### src/hw/ssoe_consts.svh
`ifndef SSOE_CONSTS_SVH
`define SSOE_CONSTS_SVH

// register byte addresses on the serial control port
`define SSOE_ADDR_RELOCK 8'h98
`define SSOE_ADDR_DIVSYNC 8'h99
`define SSOE_ADDR_LAUNCH 8'h9b
`define SSOE_ADDR_EN_LOW 8'h9c
`define SSOE_ADDR_EN_MID 8'h9d
`define SSOE_ADDR_EN_HIGH 8'h9e

// strobe bit inside each synchronization register
`define SSOE_STROBE_BIT 7

// output enable layout
`define SSOE_OUT_COUNT 17
`define SSOE_EN_HIGH_WIDTH 1
`define SSOE_EN_RESET 8'h00
`define SSOE_IDX_QC0 4
`define SSOE_IDX_QC1 5
`define SSOE_IDX_QD0 6
`define SSOE_IDX_QD1 7

// pulse generator setting that ends continuous generation
`define SSOE_SETTING_STOP 3'h7

// number of self-clearing strobes
`define SSOE_STROBE_COUNT 3

// read data returned for write-only, reserved or unmapped bytes
`define SSOE_READ_ZERO 8'h00

`endif

### src/hw/ssoe_pkg.sv
package ssoe_pkg;

  typedef logic [7:0] ssoe_byte_t;

  typedef logic [2:0] ssoe_setting_t;

  // position of each strobe in the strobe vector
  typedef enum logic [1:0] {
    SSOE_STB_RELOCK = 2'h0,
    SSOE_STB_DIVSYNC = 2'h1,
    SSOE_STB_LAUNCH = 2'h2
  } ssoe_strobe_e;

endpackage

### src/hw/ssoe_regs.sv
// Operation
// - reference-present status reads 1 while a reference reaches the first loop
// - forced-midrail status reads 1 while the control voltage is forced
// - two-bit indicator reports the input actually selected, 00 to 11
// - periodic pulse ready status reads 1 once repeating pulse mode is initialised
// - writing pulse generator setting 111 stops continuous pulse generation
// - writing 1 to bit 7 at pll1_relock_strobe_reg fires a self-clearing relock strobe
// - writing 1 to bit 7 at divider_sync_strobe_reg fires a self-clearing divider sync strobe
// - writing 1 to bit 7 at pulse_launch_strobe_reg fires a self-clearing pulse launch strobe
// - output enables reset to 0; 1 enables the output
// - a disabled output stays at static low, except C and D outputs driven by an external oscillator
// - disabled C and D outputs sit high when driven by an external oscillator
// - loss latch records any reference loss until host clears it, set wins
`timescale 1ns/10ps
`include "ssoe_consts.svh"

module ssoe_regs
  import ssoe_pkg::*;
#(
  parameter int OUT_COUNT = `SSOE_OUT_COUNT
)
(
  input wire logic ref_clk,
  input wire logic nrst,
  input wire logic [7:0] regAddr,
  input wire logic [7:0] regWdata,
  input wire logic regWrite,
  input wire logic regRead,
  output logic [7:0] regRdata,
  output logic regRvalid,
  input wire logic refPresent,
  input wire logic vcForced,
  input wire logic [1:0] activeInput,
  input wire logic periodicPulseReady,
  input wire logic [2:0] pulseGeneratorSetting,
  input wire logic pulseSettingWrite,
  input wire logic lossLatchClear,
  input wire logic extOscChoiceC,
  input wire logic extOscChoiceD,
  input wire logic [OUT_COUNT-1:0] srcClk,
  output logic [OUT_COUNT-1:0] qOut,
  output logic relockPulse,
  output logic divSyncPulse,
  output logic pulseLaunch,
  output logic pulseStop,
  output logic statusRefPresent,
  output logic statusVcForced,
  output logic [1:0] statusActiveInput,
  output logic statusPulseReady,
  output logic refLossLatch
);

  ////////////////////////////////////////////////////////////////////////////
  // address decode

  logic hitRelock;
  logic hitDivSync;
  logic hitLaunch;
  logic hitEnLow;
  logic hitEnMid;
  logic hitEnHigh;
  logic strobeBit;
  logic [`SSOE_STROBE_COUNT-1:0] strobeFire;
  logic [`SSOE_STROBE_COUNT-1:0] strobeOut;

  assign hitRelock = regAddr == `SSOE_ADDR_RELOCK;
  assign hitDivSync = regAddr == `SSOE_ADDR_DIVSYNC;
  assign hitLaunch = regAddr == `SSOE_ADDR_LAUNCH;
  assign hitEnLow = regAddr == `SSOE_ADDR_EN_LOW;
  assign hitEnMid = regAddr == `SSOE_ADDR_EN_MID;
  assign hitEnHigh = regAddr == `SSOE_ADDR_EN_HIGH;
  assign strobeBit = regWdata[`SSOE_STROBE_BIT];

  assign strobeFire[SSOE_STB_RELOCK] = regWrite && hitRelock && strobeBit;
  assign strobeFire[SSOE_STB_DIVSYNC] = regWrite && hitDivSync && strobeBit;
  assign strobeFire[SSOE_STB_LAUNCH] = regWrite && hitLaunch && strobeBit;

  ////////////////////////////////////////////////////////////////////////////
  // self-clearing strobes

  genvar s;
  generate
    for (s = 0; s < `SSOE_STROBE_COUNT; s++) begin : gStrobe
      ssoe_strobe_pulse uStrobe (
        .ref_clk(ref_clk),
        .nrst(nrst),
        .fire(strobeFire[s]),
        .pulse(strobeOut[s])
      );
    end
  endgenerate

  assign relockPulse = strobeOut[SSOE_STB_RELOCK];
  assign divSyncPulse = strobeOut[SSOE_STB_DIVSYNC];
  assign pulseLaunch = strobeOut[SSOE_STB_LAUNCH];

  ////////////////////////////////////////////////////////////////////////////
  // output enable registers

  ssoe_byte_t enLow_reg;
  ssoe_byte_t enMid_reg;
  logic enHigh_reg;
  ssoe_byte_t enLow_next;
  ssoe_byte_t enMid_next;
  logic enHigh_next;
  logic [OUT_COUNT-1:0] enVec;
  logic [OUT_COUNT-1:0] idleLevel;
  logic [OUT_COUNT-1:0] qOut_reg;
  logic [OUT_COUNT-1:0] qOut_next;

  assign enLow_next = (regWrite && hitEnLow) ? regWdata : enLow_reg;
  assign enMid_next = (regWrite && hitEnMid) ? regWdata : enMid_reg;
  // only bit 0 of the high byte is stored
  assign enHigh_next = (regWrite && hitEnHigh) ? regWdata[0] : enHigh_reg;
  assign enVec = {enHigh_reg, enMid_reg, enLow_reg};

  always_ff @(posedge ref_clk or negedge nrst) begin
    if (!nrst) begin
      enLow_reg <= `SSOE_EN_RESET;
      enMid_reg <= `SSOE_EN_RESET;
      enHigh_reg <= 1'b0;
    end else begin
      enLow_reg <= enLow_next;
      enMid_reg <= enMid_next;
      enHigh_reg <= enHigh_next;
    end
  end

  genvar o;
  generate
    for (o = 0; o < OUT_COUNT; o++) begin : gOut
      if (o == `SSOE_IDX_QC0 || o == `SSOE_IDX_QC1) begin : gC
        assign idleLevel[o] = extOscChoiceC;
      end else if (o == `SSOE_IDX_QD0 || o == `SSOE_IDX_QD1) begin : gD
        assign idleLevel[o] = extOscChoiceD;
      end else begin : gPlain
        assign idleLevel[o] = 1'b0;
      end
      assign qOut_next[o] = enVec[o] ? srcClk[o] : idleLevel[o];
    end
  endgenerate

  always_ff @(posedge ref_clk or negedge nrst) begin
    if (!nrst) begin
      qOut_reg <= '0;
    end else begin
      qOut_reg <= qOut_next;
    end
  end

  assign qOut = qOut_reg;

  ////////////////////////////////////////////////////////////////////////////
  // read path

  ssoe_byte_t rdSel;
  ssoe_byte_t regRdata_reg;
  logic regRvalid_reg;

  // strobe registers are write-only and read as zero
  assign rdSel = hitEnLow ? enLow_reg :
                 hitEnMid ? enMid_reg :
                 hitEnHigh ? {7'h00, enHigh_reg} :
                 `SSOE_READ_ZERO;

  always_ff @(posedge ref_clk or negedge nrst) begin
    if (!nrst) begin
      regRdata_reg <= `SSOE_READ_ZERO;
      regRvalid_reg <= 1'b0;
    end else begin
      regRdata_reg <= regRead ? rdSel : regRdata_reg;
      regRvalid_reg <= regRead;
    end
  end

  assign regRdata = regRdata_reg;
  assign regRvalid = regRvalid_reg;

  ////////////////////////////////////////////////////////////////////////////
  // status flags, loss latch and pulse stop

  logic statRef_reg;
  logic statVc_reg;
  logic [1:0] statSel_reg;
  logic statReady_reg;
  logic lossLatch_reg;
  logic lossLatch_next;
  logic pulseStop_reg;
  logic stopHit;

  // a loss in the clearing cycle keeps the latch set
  assign lossLatch_next = !refPresent ? 1'b1 : (lossLatchClear ? 1'b0 : lossLatch_reg);
  assign stopHit = pulseSettingWrite && (pulseGeneratorSetting == `SSOE_SETTING_STOP);

  always_ff @(posedge ref_clk or negedge nrst) begin
    if (!nrst) begin
      statRef_reg <= 1'b0;
      statVc_reg <= 1'b0;
      statSel_reg <= 2'h0;
      statReady_reg <= 1'b0;
      lossLatch_reg <= 1'b0;
      pulseStop_reg <= 1'b0;
    end else begin
      statRef_reg <= refPresent;
      statVc_reg <= vcForced;
      statSel_reg <= activeInput;
      statReady_reg <= periodicPulseReady;
      lossLatch_reg <= lossLatch_next;
      pulseStop_reg <= stopHit;
    end
  end

  assign statusRefPresent = statRef_reg;
  assign statusVcForced = statVc_reg;
  assign statusActiveInput = statSel_reg;
  assign statusPulseReady = statReady_reg;
  assign refLossLatch = lossLatch_reg;
  assign pulseStop = pulseStop_reg;

  ////////////////////////////////////////////////////////////////////////////
  // assertions

  property p_relock;
    @(posedge ref_clk) disable iff (!nrst)
    (regWrite && regAddr == `SSOE_ADDR_RELOCK && regWdata[`SSOE_STROBE_BIT]) |=> relockPulse;
  endproperty
  a_relock: assert property (p_relock) else $error("relock strobe missing");

  property p_relock_quiet;
    @(posedge ref_clk) disable iff (!nrst)
    !(regWrite && regAddr == `SSOE_ADDR_RELOCK && regWdata[`SSOE_STROBE_BIT]) |=> !relockPulse;
  endproperty
  a_relock_quiet: assert property (p_relock_quiet) else $error("relock strobe without write");

  property p_divsync;
    @(posedge ref_clk) disable iff (!nrst)
    $rose(divSyncPulse) |-> $past(regWrite && regAddr == `SSOE_ADDR_DIVSYNC && regWdata[`SSOE_STROBE_BIT]);
  endproperty
  a_divsync: assert property (p_divsync) else $error("divider sync strobe without cause");

  property p_launch;
    @(posedge ref_clk) disable iff (!nrst)
    (regWrite && regAddr == `SSOE_ADDR_LAUNCH && regWdata[`SSOE_STROBE_BIT]) |=> pulseLaunch;
  endproperty
  a_launch: assert property (p_launch) else $error("pulse launch strobe missing");

  property p_stop;
    @(posedge ref_clk) disable iff (!nrst)
    pulseStop |-> $past(pulseSettingWrite) && $past(pulseGeneratorSetting) == `SSOE_SETTING_STOP;
  endproperty
  a_stop: assert property (p_stop) else $error("pulse stop without setting 111");

  property p_enable_pass;
    @(posedge ref_clk) disable iff (!nrst)
    enVec[0] |=> qOut[0] == $past(srcClk[0]);
  endproperty
  a_enable_pass: assert property (p_enable_pass) else $error("enabled output does not follow source");

  property p_disabled_low;
    @(posedge ref_clk) disable iff (!nrst)
    (!enVec[0] && !enVec[8]) |=> !qOut[0] && !qOut[8];
  endproperty
  a_disabled_low: assert property (p_disabled_low) else $error("disabled output not low");

  property p_c_high;
    @(posedge ref_clk) disable iff (!nrst)
    (!enVec[4] && extOscChoiceC) |=> qOut[4];
  endproperty
  a_c_high: assert property (p_c_high) else $error("disabled C output not high");

  property p_d_high;
    @(posedge ref_clk) disable iff (!nrst)
    (!enVec[`SSOE_IDX_QD0] && extOscChoiceD) |=> qOut[`SSOE_IDX_QD0];
  endproperty
  a_d_high: assert property (p_d_high) else $error("disabled D output not high");

  property p_loss;
    @(posedge ref_clk) disable iff (!nrst)
    !refPresent |=> refLossLatch && !statusRefPresent;
  endproperty
  a_loss: assert property (p_loss) else $error("reference loss not latched");

  property p_reserved;
    @(posedge ref_clk) disable iff (!nrst)
    (regRead && regAddr == `SSOE_ADDR_EN_HIGH) |=> regRvalid && regRdata[7:1] == 7'h00;
  endproperty
  a_reserved: assert property (p_reserved) else $error("reserved bits read nonzero");

  property p_status;
    @(posedge ref_clk) disable iff (!nrst)
    ##1 statusActiveInput == $past(activeInput) && statusVcForced == $past(vcForced);
  endproperty
  a_status: assert property (p_status) else $error("status flags lag or wrong");

  c_sync_then_launch: cover property (@(posedge ref_clk) disable iff (!nrst)
    divSyncPulse ##[1:20] pulseLaunch);
  c_relock: cover property (@(posedge ref_clk) disable iff (!nrst) relockPulse);
  c_loss_clear: cover property (@(posedge ref_clk) disable iff (!nrst)
    refLossLatch ##1 !refLossLatch);
  c_stop: cover property (@(posedge ref_clk) disable iff (!nrst) pulseStop);

endmodule

### src/hw/ssoe_strobe_pulse.sv
`timescale 1ns/10ps

module ssoe_strobe_pulse
  import ssoe_pkg::*;
(
  input wire logic ref_clk,
  input wire logic nrst,
  input wire logic fire,
  output logic pulse
);

  logic pulse_reg;
  logic pulse_next;

  // one cycle high per accepted write, then clears on its own
  assign pulse_next = fire;
  assign pulse = pulse_reg;

  always_ff @(posedge ref_clk or negedge nrst) begin
    if (!nrst) begin
      pulse_reg <= 1'b0;
    end else begin
      pulse_reg <= pulse_next;
    end
  end

endmodule

### config.mk
export PLATFORM = sky130hd
export DESIGN_NAME = ssoe_regs
export DESIGN_NICKNAME = d
export VERILOG_FILES = /design/src/hw/ssoe_pkg.sv /design/src/hw/ssoe_regs.sv /design/src/hw/ssoe_strobe_pulse.sv
export VERILOG_INCLUDE_DIRS = /design/src /design/src/hw
export SDC_FILE = /design/constraint.sdc
export NUM_CORES = 1
export LEC_CHECK = 0
export ABC_AREA = 1
export BUFFER_PORTS_ARGS = -buffer_cell sky130_fd_sc_hd__buf_2
export CORE_MARGIN = 2
export CORE_UTILIZATION = 47
export CTS_CLUSTER_DIAMETER = 80
export DETAILED_ROUTE_END_ITERATION = 6
export PLACE_DENSITY = 0.78
export SYNTH_ARGS = -nofsm -noshare
export SYNTH_HDL_FRONTEND = slang
export SYNTH_SLANG_ARGS = --single-unit
### constraint.sdc
create_clock -name ref_clk -period 1 [get_ports ref_clk]
set_clock_uncertainty 0.1 [all_clocks]
set_input_delay 0.15 -clock ref_clk [delete_from_list [all_inputs] [get_ports ref_clk]]
set_output_delay 0.15 -clock ref_clk [all_outputs]
set_load 0.01 [all_outputs]
==> impl_metrics.csv <==
group,metric,value,unit
worst_setup_path,cp_data_arrival_time,850,ps
floorplanning,start_util,48.6,%
worst_setup_path,slowest_stage,"dfrtp_1",
synth,yosysTopAreaCellShare,63.1,%
synth,ys_seq_elements,53,
synth,async_reset_ff_share,100,%
worst_setup_path,ff2ff_setup_slack,30,ps
synth,synthCells,214,
route,first_pass_iters,5,
worst_setup_path,cp-end-kind,"primary output",
job,max-cap-violations,0,
route,vias_per_cell,4.77,
grt,grt_pass1_wl,8940,µm
synth,syn-num-nets,263,
worst_setup_path,crit_path_start,"regRdata[4]",
sta,report.final.slew_viol_count,0,
worst_setup_path,critPathMaxFanout,2,
synth,synth_flop_cell,"dfrtp_1",
worst_setup_path,rr_endpoint,"refLossLatch",
sta,rsz0062_at_grt,"true",
synth,synth_edf_count,0,
floorplanning,dieArea,5020,µm²
worst_setup_path,cp_cell_sequence,"buf_2",
sta,hold_viol_final,0,
cells_and_area,area_delta_synth_final,58.3,%
floorplanning,die_h,70.9,µm
synth,synthTopCellsByArea,"dfrtp_1 (63%), nand2_1 (13%), o21ai_0 (5.7%), inv_1 (5.0%), nand3_1 (2.9%)",
floorplanning,fp.coreArea,4320,µm²
sta,fmax,907,MHz
cells_and_area,diodes,0,
grt,grt.overflow.total,0,
cells_and_area,fin_nets,412,
floorplanning,fp.dieW,70.9,µm
sta,fin_tns_setup,-2260,ps
power_and_ir_drop,worst_ir_drop_vdd,0.798,mV
synth,synth-seq-area-share,63.1,%
clocking,cts-root-buf,"clkbuf_8",
route,m1WireLength,2060,µm
clocking,path_clk_slew,90,ps
floorplanning,num_rows,24,
synth,synth_top_cells_by_count,"nand2_1 (72), dfrtp_1 (53), inv_1 (28), o21ai_0 (24), nand3_1 (12)",
route,drt_iter0_markers,82,
grt,antenna_found_initial,0,
sta,fin_crit,1100,ps
sta,relSlewSlack,81.5,%
cells_and_area,largest_register_ffs,17,
synth,yosys.area.top_type,"dfrtp_1",
sta,worst_slack,-102,ps
route,vias,1980,
route,wl_per_cell,13.5,µm
floorplanning,ioPinCount,85,
route,wl,5590,µm
worst_setup_path,ff2ff_path_depth,4,
sta,whs,13.7,ps
place,place_hpwl,3480,µm
hold_path,min_to,"gStrobe[1].uStrobe.pulse",
clocking,numCtsBuffers,5,
synth,syn_avg_cell_area,9.82,µm²
grt,grt_max_degree,54,
hold_path,holdCritStartpoint,"regAddr[0]",
clocking,cts_buffer_depth,2,
place,gp_congestion,0.759,
hold_path,hold_class,"primary input to register",
outcome,status,"complete, but fails checks",
worst_setup_path,cp.required,750,ps
synth,syn_area,2100,µm²
grt,first_global_vias,2003,
clocking,cts_tree,"built",
worst_setup_path,critPathTopFamily,"flip-flops",
grt,track_usage,23.1,%
power_and_ir_drop,p_leak,1.95,nW
sta,setup_viol,36,
synth,synth.distinct_cells,18,
place,dp_slack,-288,ps
worst_setup_path,crit_buf_inv,1,
power_and_ir_drop,power_density,1230,nW/µm²
cells_and_area,utilization,77.0,%
cells_and_area,drive_gt1_share,38.0,%
place,io_buffers,84,
worst_setup_path,worstSetupStartpointType,"register",
worst_setup_path,slowest_delay,400,ps
clocking,clkSinkCount,53,
worst_setup_path,worstSetupPathType,"register to primary output",
clocking,cts_max_level,2,
synth,yosysMostFrequentCell,"nand2_1",
route,drtAntennaViolNets,0,
route,drc,0,
route,dr_wl_met3,303,µm
clocking,clk_latency,300,ps
route,highest_layer,"met4",
hold_path,hold_path_depth,3,
synth,ys_warn_count,0,
outcome,violations,"setup timing",
worst_setup_path,reg2reg_from,"refLossLatch",
route,dr_wl_met2,3080,µm
sta,worst_slew_pin_slew,277,ps
cells_and_area,num-fill-cells,293,
sta,fin_crit_sh,110,%
stage by stage:
step           area, µm²  instances  power, W
6_report            3330        415   0.00409
5_1_grt             3330        415   0.00429
4_1_cts             3270        410   0.00411
3_5_place_dp        2760        359   0.00278
3_3_place_gp        2760        359   0.00276
2_1_floorplan       2170        214   0.00250
where the power goes:
part | total, W | switching (W) | leakage (nW) | internal (W)
clock network | 0.00122 | 0.000671 | 0.0433 | 0.000548
registers | 0.00229 | 0.0000529 | 0.672 | 0.00224
logic | 0.000583 | 0.000283 | 1.23 | 0.000301
total | 0.00409 | 0.00101 | 1.95 | 0.00309
how the worst max path moves through the flow:
stage | to | slack (ps) | cells after the start
after floorplan | enMid_reg[0] | -60 | 7
after global placement | regRdata[7] | -260 | 8
after detailed placement | enLow_reg[5] | -290 | 9
after CTS | regRdata[4] | -100 | 1
after global routing | regRdata[5] | -130 | 1
final | regRdata[4] | -100 | 1
area by class of cell:
type | count | area (µm²) | area share [%]
clock buffer | 6 | 82.6 | 2.48
clock inverter | 1 | 7.51 | 0.226
inverter | 30 | 149 | 4.47
multi-input combinational | 128 | 674 | 20.3
sequential | 53 | 1330 | 39.8
tap | 52 | 65.1 | 1.95
timing repair buffer | 145 | 1020 | 30.8
layer usage:
metal / vias up / track usage, %
li1: 958 / -
met1: 922 / 25.5
met2: 80 / 43.5
met3: 20 / 4.99
met4: 0 / 8.18
met5: - / 0
placed cells by master, fill, tap and decap left out, drive strengths merged:
cell	n
clkbuf	6
nand4	1
nand2	75
buf	107
nand3	12
inv	30
o21a	2
nor2	10
clkinvlp	1
o21ai	27
dlygate4sd3	38
dfrtp	53
nor3	1
cell families after synthesis:
| logic type | count (synthesis) | synth area share (%) |
|---|---|---|
| buffers and inverters | 33 | 6.79 |
| AND/OR/NAND/NOR | 99 | 22.4 |
| flip-flops | 53 | 63.1 |
| AO/OA/AOI/OAI | 29 | 7.68 |
timing repair:
item | CTS | global route
hold buffers | 38 | 0
hold endpoints to repair | 91 | 0
setup endpoints to repair | 37 | 47
pin swaps | 0 | 3
gates resized for setup | 1 | 7
buffers inserted | 6 | 5
Power figures use the tool's default switching activity.
